==> config.mk <==
export PLATFORM = sky130hd
export DESIGN_NAME = fdc_ctrl
export DESIGN_NICKNAME = d
export VERILOG_FILES = /design/src/logic/fdc_pkg.sv /design/src/logic/fdc_ctrl.sv
export SDC_FILE = /design/constraint.sdc
export NUM_CORES = 1
export LEC_CHECK = 0
export BUFFER_PORTS_ARGS = -buffer_cell sky130_fd_sc_hd__clkbuf_2
export CAP_MARGIN = 30
export CORE_MARGIN = 5
export CORE_UTILIZATION = 54
export CTS_BUF_LIST = sky130_fd_sc_hd__clkbuf_8
export CTS_CLUSTER_SIZE = 25
export DETAILED_ROUTE_END_ITERATION = 8
export MAX_ROUTING_LAYER = met4
export PLACE_DENSITY = 0.87
export SLEW_MARGIN = 30
export SYNTH_ARGS = -nofsm -noshare
export SYNTH_HDL_FRONTEND = slang
export SYNTH_SLANG_ARGS = --single-unit
==> constraint.sdc <==
create_clock -name clk_sys_in -period 4.1 [get_ports clk_sys_in]
set_clock_uncertainty 0.2 [all_clocks]
set_input_delay 0.82 -clock clk_sys_in [delete_from_list [all_inputs] [get_ports clk_sys_in]]
set_output_delay 0.82 -clock clk_sys_in [all_outputs]
set_load 0.05 [all_outputs]
==> src/logic/fdc_pkg.sv <==
`default_nettype none
package fdc_pkg;
    localparam int unsigned CLK_HZ = 25_000_000;
    localparam int unsigned CLK_NS = 40;
    localparam int unsigned STEP_PULSE_NS = 500;
    localparam int unsigned STEP_CYC = STEP_PULSE_NS / CLK_NS;
    localparam int unsigned INACT_S = 4;
    localparam int unsigned INACT_CYC = INACT_S * CLK_HZ;
    localparam int unsigned TIMER_W = 27;
    localparam int unsigned ADDR_W = 16;
    localparam int unsigned BLOCK_W = 10;
    localparam int unsigned ADDR_A0 = 0;
    localparam int unsigned ADDR_A1 = 1;
    localparam int unsigned ADDR_A9 = 9;
    localparam int unsigned CMD_LSB = 5;
    localparam int unsigned BIT_D0 = 0;
    localparam int unsigned BIT_HEAD = 4;
    localparam logic [2:0] CODE_UNIT = 3'h0;
    localparam logic [2:0] CODE_INTR = 3'h1;
    localparam logic [2:0] CODE_STEP = 3'h2;
    localparam logic [2:0] CODE_WRITE = 3'h3;
    localparam logic [2:0] CODE_RESET = 3'h4;
    // status byte 1 bit positions, and the status byte 0 sector flag bit
    localparam int unsigned ST1_SEL_N = 2;
    localparam int unsigned ST1_TRK0 = 3;
    localparam int unsigned ST1_WPROT = 4;
    localparam int unsigned ST1_READY = 5;
    localparam int unsigned ST1_PINTE = 6;
    localparam int unsigned ST1_TF = 7;
    localparam int unsigned ST0_SF = 7;
    // synchroniser lanes
    localparam int unsigned SY_WSYNC = 0;
    localparam int unsigned SY_RSYNC = 1;
    localparam int unsigned SY_SF = 2;
    localparam int unsigned SY_SP_N = 3;
    localparam int unsigned SY_READY = 4;
    localparam int unsigned SY_WBP_N = 5;
    localparam int unsigned SY_RBP_N = 6;
    localparam int unsigned SYNC_W = 7;
    localparam logic [SYNC_W-1:0] SYNC_RST = 7'h78;
    localparam logic [ADDR_W-1:0] BOARD_BASE_DEF = 16'h0000;

    typedef enum logic [1:0] {FDC_BUS_IDLE, FDC_BUS_DONE} fdc_bus_t;
    typedef enum logic [2:0] {
        FDC_CMD_NONE, FDC_CMD_UNIT, FDC_CMD_INTR, FDC_CMD_STEP, FDC_CMD_WRITE, FDC_CMD_RESET
    } fdc_cmd_t;

    function automatic fdc_cmd_t fdc_decode(input logic [2:0] code);
        fdc_cmd_t c;
        c = FDC_CMD_NONE;
        case (code)
            CODE_UNIT: c = FDC_CMD_UNIT;
            CODE_INTR: c = FDC_CMD_INTR;
            CODE_STEP: c = FDC_CMD_STEP;
            CODE_WRITE: c = FDC_CMD_WRITE;
            CODE_RESET: c = FDC_CMD_RESET;
            default: c = FDC_CMD_NONE;
        endcase
        return c;
    endfunction
endpackage
`default_nettype wire

==> src/logic/fdc_ctrl.sv <==
// The Avalon-MM register port and the address map were left to the implementer.
`default_nettype none
module fdc_ctrl #(
    parameter logic [fdc_pkg::ADDR_W-1:0] BOARD_BASE = fdc_pkg::BOARD_BASE_DEF,
    parameter int unsigned TIMEOUT_CYC = fdc_pkg::INACT_CYC
) (
    input wire logic clk_sys_in,
    input wire logic rstn_in,
    input wire logic poc_n_in,
    input wire logic [fdc_pkg::ADDR_W-1:0] avs_address_in,
    input wire logic avs_read_in,
    input wire logic avs_write_in,
    input wire logic [31:0] avs_writedata_in,
    output logic [31:0] avs_readdata_out,
    output logic avs_waitrequest_out,
    input wire logic sinp_in,
    input wire logic sout_in,
    output logic prdy_out,
    output logic prdy_oe_n_out,
    output logic bus_read_gate_n_out,
    input wire logic pinte_in,
    output logic pint_n_out,
    output logic pint_oe_n_out,
    input wire logic [7:0] read_data_in,
    input wire logic [7:0] prom_data_in,
    input wire logic [3:0] sector_count_in,
    input wire logic sector_flag_in,
    input wire logic sector_boundary_pulse_n_in,
    input wire logic write_sync_flag_in,
    input wire logic read_sync_flag_in,
    input wire logic write_byte_pulse_n_in,
    input wire logic read_byte_pulse_n_in,
    input wire logic drive_ready_in,
    input wire logic track0_in,
    input wire logic write_protect_in,
    output logic [3:0] drive_select_out,
    output logic head_select_out,
    output logic step_out,
    output logic step_dir_out,
    output logic write_gate_out,
    output logic write_enable_latch_out,
    output logic transfer_flag_out
);
    import fdc_pkg::*;

    localparam logic [TIMER_W-1:0] TIMER_LOAD = TIMER_W'(TIMEOUT_CYC);
    localparam logic [3:0] STEP_LOAD = 4'(STEP_CYC);

    ////////////////////////////////////////////////////////////////////////////////
    // drive-side synchronisers
    logic [SYNC_W-1:0] sync1_r;
    logic [SYNC_W-1:0] sync2_r;
    logic [SYNC_W-1:0] sync3_r;

    always_ff @(posedge clk_sys_in or negedge rstn_in) begin
        if (!rstn_in) begin
            sync1_r <= SYNC_RST;
            sync2_r <= SYNC_RST;
            sync3_r <= SYNC_RST;
        end else begin
            sync1_r <= {read_byte_pulse_n_in, write_byte_pulse_n_in, drive_ready_in,
                        sector_boundary_pulse_n_in, sector_flag_in, read_sync_flag_in,
                        write_sync_flag_in};
            sync2_r <= sync1_r;
            sync3_r <= sync2_r;
        end
    end

    logic transfer_flag;
    logic ready_s;
    logic sf_rise;
    logic sp_fall;
    logic byte_pulses_idle;

    assign transfer_flag = sync2_r[SY_WSYNC] | sync2_r[SY_RSYNC];
    assign ready_s = sync2_r[SY_READY];
    assign sf_rise = sync2_r[SY_SF] & ~sync3_r[SY_SF];
    assign sp_fall = ~sync2_r[SY_SP_N] & sync3_r[SY_SP_N];
    assign byte_pulses_idle = sync2_r[SY_WBP_N] & sync2_r[SY_RBP_N];

    ////////////////////////////////////////////////////////////////////////////////
    // address decode and bus handshake
    logic bus_req;
    logic board_select;
    logic controller_select;
    logic data_register_select;
    logic xfer_hold;
    logic accept;
    logic cmd_strobe;
    logic ctl_read;
    fdc_cmd_t cmd;
    logic [7:0] wbyte;

    assign bus_req = avs_read_in | avs_write_in;
    assign board_select = bus_req &&
        (avs_address_in[ADDR_W-1:BLOCK_W] == BOARD_BASE[ADDR_W-1:BLOCK_W]);
    assign controller_select = board_select & ~avs_address_in[ADDR_A9];
    assign data_register_select = controller_select & avs_address_in[ADDR_A1];
    // hold mirrors the ready gate; byte pulse low releases it
    assign xfer_hold = data_register_select & transfer_flag & byte_pulses_idle;

    fdc_bus_t bus_r;
    fdc_bus_t bus_nxt;
    logic [7:0] rdata_r;
    logic [7:0] rdata_nxt;

    assign accept = (bus_r == FDC_BUS_DONE) & bus_req;
    assign cmd_strobe = accept & avs_write_in & controller_select
                        & ~avs_address_in[ADDR_A1];
    assign ctl_read = accept & avs_read_in & controller_select;
    assign wbyte = avs_writedata_in[7:0];
    assign cmd = cmd_strobe ? fdc_decode(wbyte[7:CMD_LSB]) : FDC_CMD_NONE;

    logic drive_selected_flag_r;
    logic [1:0] drive_addr_r;
    logic [7:0] status0;
    logic [7:0] status1;

    always_comb begin
        status0 = 8'h00;
        status0[3:0] = sector_count_in;
        status0[ST0_SF] = sync2_r[SY_SF];
        status1 = 8'h00;
        status1[1:0] = drive_addr_r;
        status1[ST1_SEL_N] = ~drive_selected_flag_r;
        status1[ST1_TRK0] = track0_in;
        status1[ST1_WPROT] = write_protect_in;
        status1[ST1_READY] = ready_s;
        status1[ST1_PINTE] = pinte_in;
        status1[ST1_TF] = transfer_flag;
    end

    always_comb begin
        bus_nxt = FDC_BUS_IDLE;
        rdata_nxt = rdata_r;
        case (bus_r)
            FDC_BUS_IDLE: begin
                // a held data transfer waits here until a byte pulse frees it
                if (bus_req && !xfer_hold) begin
                    bus_nxt = FDC_BUS_DONE;
                    if (!board_select) begin
                        rdata_nxt = 8'h00;
                    end else if (avs_address_in[ADDR_A9]) begin
                        rdata_nxt = prom_data_in;
                    end else if (avs_address_in[ADDR_A1]) begin
                        rdata_nxt = read_data_in;
                    end else if (avs_address_in[ADDR_A0]) begin
                        rdata_nxt = status1;
                    end else begin
                        rdata_nxt = status0;
                    end
                end
            end
            FDC_BUS_DONE: bus_nxt = FDC_BUS_IDLE;
            default: bus_nxt = FDC_BUS_IDLE;
        endcase
    end

    always_ff @(posedge clk_sys_in or negedge rstn_in) begin
        if (!rstn_in) begin
            bus_r <= FDC_BUS_IDLE;
            rdata_r <= 8'h00;
        end else begin
            bus_r <= bus_nxt;
            rdata_r <= rdata_nxt;
        end
    end

    assign avs_waitrequest_out = bus_req & (bus_r != FDC_BUS_DONE);
    assign avs_readdata_out = {24'h000000, rdata_r};
    assign prdy_oe_n_out = ~(board_select & ~sinp_in & ~sout_in);
    assign prdy_out = ~xfer_hold;
    assign bus_read_gate_n_out = ~(board_select & avs_read_in);

    ////////////////////////////////////////////////////////////////////////////////
    // inactivity timer and general reset
    logic [TIMER_W-1:0] timer_r;
    logic [TIMER_W-1:0] timer_nxt;
    logic timer_expired;
    logic gen_reset;

    assign timer_expired = (timer_r == '0);
    // starts expired, so software must read status or the data register before selecting a drive
    assign gen_reset = timer_expired | (cmd == FDC_CMD_RESET) | ~poc_n_in;

    always_comb begin
        timer_nxt = timer_r;
        if (ctl_read) begin
            timer_nxt = TIMER_LOAD;
        end else if (!timer_expired) begin
            timer_nxt = timer_r - TIMER_W'(1);
        end
    end

    always_ff @(posedge clk_sys_in or negedge rstn_in) begin
        if (!rstn_in) begin
            timer_r <= '0;
        end else begin
            timer_r <= timer_nxt;
        end
    end

    ////////////////////////////////////////////////////////////////////////////////
    // unit select, step and write latch
    logic [1:0] drive_addr_nxt;
    logic drive_selected_flag_nxt;
    logic head_r;
    logic head_nxt;
    logic dir_r;
    logic dir_nxt;
    logic [3:0] step_cnt_r;
    logic [3:0] step_cnt_nxt;
    logic wr_trail_r;
    logic wr_trail_nxt;
    logic write_enable_latch_r;
    logic write_enable_latch_nxt;

    always_comb begin
        drive_addr_nxt = drive_addr_r;
        head_nxt = head_r;
        drive_selected_flag_nxt = drive_selected_flag_r;
        dir_nxt = dir_r;
        step_cnt_nxt = step_cnt_r;
        write_enable_latch_nxt = write_enable_latch_r;
        wr_trail_nxt = (cmd == FDC_CMD_WRITE);
        if (gen_reset) begin
            drive_selected_flag_nxt = 1'b0;
        end else if (cmd == FDC_CMD_UNIT) begin
            drive_addr_nxt = wbyte[1:0];
            head_nxt = wbyte[BIT_HEAD];
            drive_selected_flag_nxt = 1'b1;
        end
        if (cmd == FDC_CMD_STEP) begin
            dir_nxt = wbyte[BIT_D0];
            step_cnt_nxt = STEP_LOAD;
        end else if (step_cnt_r != 4'h0) begin
            step_cnt_nxt = step_cnt_r - 4'h1;
        end
        // clearing dominates: a latch left set would write over the next sector
        if (gen_reset || !ready_s || sp_fall) begin
            write_enable_latch_nxt = 1'b0;
        end else if (wr_trail_r) begin
            write_enable_latch_nxt = 1'b1;
        end
    end

    always_ff @(posedge clk_sys_in or negedge rstn_in) begin
        if (!rstn_in) begin
            drive_addr_r <= 2'h0;
            head_r <= 1'b0;
            drive_selected_flag_r <= 1'b0;
            dir_r <= 1'b0;
            step_cnt_r <= 4'h0;
            wr_trail_r <= 1'b0;
            write_enable_latch_r <= 1'b0;
        end else begin
            drive_addr_r <= drive_addr_nxt;
            head_r <= head_nxt;
            drive_selected_flag_r <= drive_selected_flag_nxt;
            dir_r <= dir_nxt;
            step_cnt_r <= step_cnt_nxt;
            wr_trail_r <= wr_trail_nxt;
            write_enable_latch_r <= write_enable_latch_nxt;
        end
    end

    always_comb begin
        drive_select_out = 4'h0;
        drive_select_out[drive_addr_r] = drive_selected_flag_r;
    end
    assign head_select_out = head_r;
    assign step_out = (step_cnt_r != 4'h0);
    assign step_dir_out = dir_r;
    assign write_gate_out = write_enable_latch_r;
    assign write_enable_latch_out = write_enable_latch_r;
    assign transfer_flag_out = transfer_flag;

    ////////////////////////////////////////////////////////////////////////////////
    // sector interrupt
    logic int_en_r;
    logic int_en_nxt;
    logic int_pend_r;
    logic int_pend_nxt;

    always_comb begin
        int_en_nxt = int_en_r;
        int_pend_nxt = int_pend_r;
        if (gen_reset) begin
            int_en_nxt = 1'b0;
            int_pend_nxt = 1'b0;
        end else begin
            if (cmd == FDC_CMD_INTR) begin
                int_en_nxt = wbyte[BIT_D0];
                if (!wbyte[BIT_D0]) begin
                    int_pend_nxt = 1'b0;
                end
            end
            // a boundary in the clearing cycle is kept
            if (int_en_r && sf_rise) begin
                int_pend_nxt = 1'b1;
            end
        end
    end

    always_ff @(posedge clk_sys_in or negedge rstn_in) begin
        if (!rstn_in) begin
            int_en_r <= 1'b0;
            int_pend_r <= 1'b0;
        end else begin
            int_en_r <= int_en_nxt;
            int_pend_r <= int_pend_nxt;
        end
    end

    assign pint_n_out = ~int_pend_r;
    assign pint_oe_n_out = ~int_pend_r;
endmodule
`default_nettype wire

==> impl_summary.log <==
[metrics] all-layer global routing usage: 20.9%
[metrics] power spent charging and discharging nets: 0.000529 W
[metrics] number of antenna violations at the first check in global routing: 0
[metrics] most area-hungry cell type in the Yosys netlist: dfrtp_1
[metrics] Reg-to-Reg Start: timer_r[21]
[metrics] share of total power consumed by net switching: 33.2%
[metrics] Post-Syn Area per Cell: 9.72 µm²
[metrics] Avg Vias per Cell: 5.58
[metrics] worst r2r dst: timer_r[15]
[metrics] fill cell instance count of the final layout: 499
[metrics] number of placed I/O pins: 133
[metrics] overall power consumption: 0.00159 W
[metrics] normalized max-slew margin: 48.2%
[metrics] worst voltage drop across the vdd grid: 0.333 mV
[metrics] share of layout cells above drive strength 1: 26.5%
[metrics] area of the core: 0.00599 mm²
[metrics] Initial Utilization: 56.5%
[metrics] total overflow reported by the global router: 0
[metrics] overall die width: 89.2 µm
[metrics] ordered cell list for the critical path: clkbuf_2 > or4_1 > or3_1 > or3_1 > clkbuf_2
[metrics] number of warnings issued by yosys: 0
[metrics] maximum fanout encountered on the critical timing path: 6
[metrics] Worst-Skew Late Latency: 330 ps
[metrics] DRC errors left: 0
[metrics] share of total power in sequential cells: 49.3%
[metrics] TritonCTS clock tree: done
[metrics] Data required, critical path: 3080 ps
[metrics] wire length of the first global-routing pass: 12.4 mm
[metrics] Critical Setup Path Class: in -> out
[metrics] run status: complete, no violations
[metrics] count of flip-flops with a built-in enable after synthesis: 0
[metrics] cell types with the largest area share after synthesis: dfrtp_1 41%, dfstp_2 7.0%, buf_4 5.8%, nor2_1 4.2%, nand2_1 3.3%
[metrics] number of nets in the layout: 510
[metrics] estimated wirelength of the detail-placed design: 5.60 mm
[metrics] transition time of the tightest slew-check pin: 770 ps
[metrics] last weighted congestion value of the routability-driven placer: 0.937
[metrics] final hold viol count: 0
[metrics] Setup violations, final: 0
[metrics] cts-stage hold buffer count: 0
[metrics] number of cells on the worst reg-to-reg path: 5
[metrics] Clock Tree Root: clkbuf_8
[metrics] hold crit path type: reg -> reg
[metrics] sequential cell area fraction in the yosys report: 48.4%
[metrics] power per cell area: 411 mW/mm²
[metrics] max-capacitance violation count: 0
[metrics] share of power burned in combinational logic: 23.3%
[metrics] die footprint: 0.00795 mm²
[metrics] Critical Path Start: avs_address_in[10]
[metrics] Routed WL: 7.50 mm
[metrics] arrival time worst endpoint: 2550 ps
[metrics] Max stage delay on crit path: 570 ps
[metrics] Reg area: 0.00164 mm²
[metrics] share of the synthesized area in the top cell type: 41.4%
[metrics] post-CTS repair timing setup buffer count: 0
[metrics] post-layout minimum cycle time: 3570 ps
[metrics] area of the mapped netlist: 0.00338 mm²
[metrics] endpoint type of the worst setup path: output port
[metrics] maximum number of pins on one net before global-route repair: 44
[metrics] H-tree Lvls: 3
[metrics] total negative slack: 0 ps
[metrics] critical path endpoint: prdy_out
[metrics] unrepaired setup endpoints after global routing: no
[metrics] count of pins over their slew limit: 0
[metrics] static leakage: 1.73 nW
[metrics] maximum clock rate: 0.280 GHz
[metrics] TritonCTS Buffers: 9
[metrics] standard-cell rows: 28
[metrics] post-detailed-route wirelength per cell: 14.9 µm
[metrics] quantity of gates resized following cts: 0
[metrics] async set-or-reset flop fraction in the synthesized netlist: 100%
[metrics] total vias in the final route: 2803
[metrics] Max Buffers Root-to-Sink: 2
[metrics] length of the first detailed-routing pass in iterations: 4
[metrics] count of state elements after synthesis: 65
[metrics] Synth Flop Type: dfrtp_1
[metrics] startpoint class of the critical path: input port
[metrics] area added between synthesis and finish: 14.8%
[metrics] Gate Count Post-Synth: 348
[metrics] area of combinational cells with multiple inputs: 0.00152 mm²
[metrics] part of the cycle the worst path needs: 87.0%
[metrics] internal power summed over all cells: 0.00106 W
[metrics] CTS sink count: 65
[metrics] portion of total power attributed to the clock network: 27.4%
[metrics] number of nets still failing antenna checks after routing: 0
[metrics] number of global-route vias before repair: 2730
[metrics] floorplan die height: 89.2 µm
[metrics] post-CTS clock slew at the launch and capture registers of the worst setup and hold paths: 60 ps
[metrics] standard cell with the maximum stage delay on the critical path: or4_1
[metrics] drt initial violations: 153
[metrics] antenna cell count: 0
[metrics] number of unique standard cell types used by synthesis: 50
[metrics] R2R setup slack: 1150 ps
[metrics] Port-buffer cells: 75
-- per-layer routing --
layer | vias to the layer above | global-route usage [%] | part of all wire, %
met2 | 98 | 34.9 | 50
met3 | 12 | 6.73 | 8.1
li1 | 1348 | - | -
met4 | 0 | 6.77 | 1.8
met1 | 1345 | 23.7 | 40
met5 | - | - | 0
-- layout by cell type, fill, tap and decap left out, drive strengths merged, types with 7 or more instances in the layout --
cell | Yosys | routed
nor3 | 9 | 9
dfstp | 9 | 9
or3 | 14 | 14
mux2i | 9 | 9
o211ai | 7 | 7
clkbuf | 12 | 84
conb | 1 | 24
a21oi | 13 | 13
o31ai | 12 | 12
nor2 | 38 | 38
or4 | 12 | 12
dfrtp | 56 | 56
nor4 | 7 | 7
o21ai | 8 | 8
nand2 | 30 | 30
inv | 14 | 15
-- kinds of logic after synthesis --
group	count (synthesis)	share of synthesized area (%)
AOI/OAI and AO/OA	64	13.8
xor gates and xnor gates	9	2.33
adders and majority gates	3	1.11
buffers and inverters	54	9.13
DFF	65	48.4
muxes	13	3.99
other	1	0.111
and+or+nand+nor	139	21.2
-- sequential cells by signal, summed over array words and instances (netlist names) --
signal / cells
bus_r: 1
drive_addr_r: 2
drive_selected_flag_r: 1
head_select_out: 1
int_en_r: 1
int_pend_r: 1
rdata_r: 8
step_cnt_r: 4
step_dir_out: 1
sync1_r: 7
sync2_r: 7
sync3_r: 2
timer_r: 27
wr_trail_r: 1
write_enable_latch_out: 1
-- cell type report --
class / count / share of cell area, %
Inverter: 14 / 1.35
Sequential cell: 65 / 42.2
Multi-Input combinational cell: 252 / 39.2
Clock buffer: 9 / 3.19
Tap cell: 75 / 2.42
Timing Repair Buffer: 80 / 10.6
Clock inverter: 7 / 0.999
-- how the worst min path moves through the flow --
stage,endpoint,cells past startpoint,start
3_3_place_gp,sync2_r[0],0,sync1_r[0]
3_5_place_dp,sync2_r[0],0,sync1_r[0]
4_1_cts,sync2_r[0],0,sync1_r[0]
5_1_grt,sync2_r[4],0,sync1_r[4]
6_report,sync2_r[0],0,sync1_r[0]
2_1_floorplan,sync2_r[0],0,sync1_r[0]
-- per-stage QoR --
step | instances | cell area (µm²) | worst slack (ps) | hold WS, ps | utilization [%]
finish | 502 | 3880 | 533 | 151 | 64.8
floorplan | 371 | 3470 | 637 | 131 | -
global placement | 486 | 3720 | 538 | 134 | 62.1
global route | 502 | 3880 | 436 | 164 | 64.8
detailed placement | 486 | 3720 | 524 | 139 | 62.1
CTS | 502 | 3880 | 527 | 156 | 64.8
-- power groups by stage --
| stage | clock [W] | combinational [W] | sequential, W |
|---|---|---|---|
| 6_report | 0.000437 | 0.000371 | 0.000785 |
| 2_1_floorplan | 0 | 0.000301 | 0.000779 |
| 3_3_place_gp | 0 | 0.000356 | 0.000789 |
| 4_1_cts | 0.000456 | 0.000375 | 0.000783 |
| 5_1_grt | 0.000489 | 0.000419 | 0.000796 |
| 3_5_place_dp | 0 | 0.000372 | 0.000792 |
-- synth_stat cells, drive strengths merged, types with 4 or more instances --
cell / n
nand2: 30
o211ai: 7
nand4: 5
buf: 28
nand3: 6
or4: 12
nor2b: 5
nor4: 7
a21oi: 13
inv: 14
or3: 14
a211oi: 5
clkbuf: 12
o21ai: 8
dfrtp: 56
dfstp: 9
xor2: 4
and3: 4
o31ai: 12
mux2i: 9
xnor2: 5
mux2: 4
nor2: 38
nor3: 9
-- worst max-delay path: cells and delay by family --
kind	cells	cell delay [ps]
and+or+nand+nor	3	1420
buffers and inverters	2	310
No activity file was read; power rests on OpenSTA's default activity.
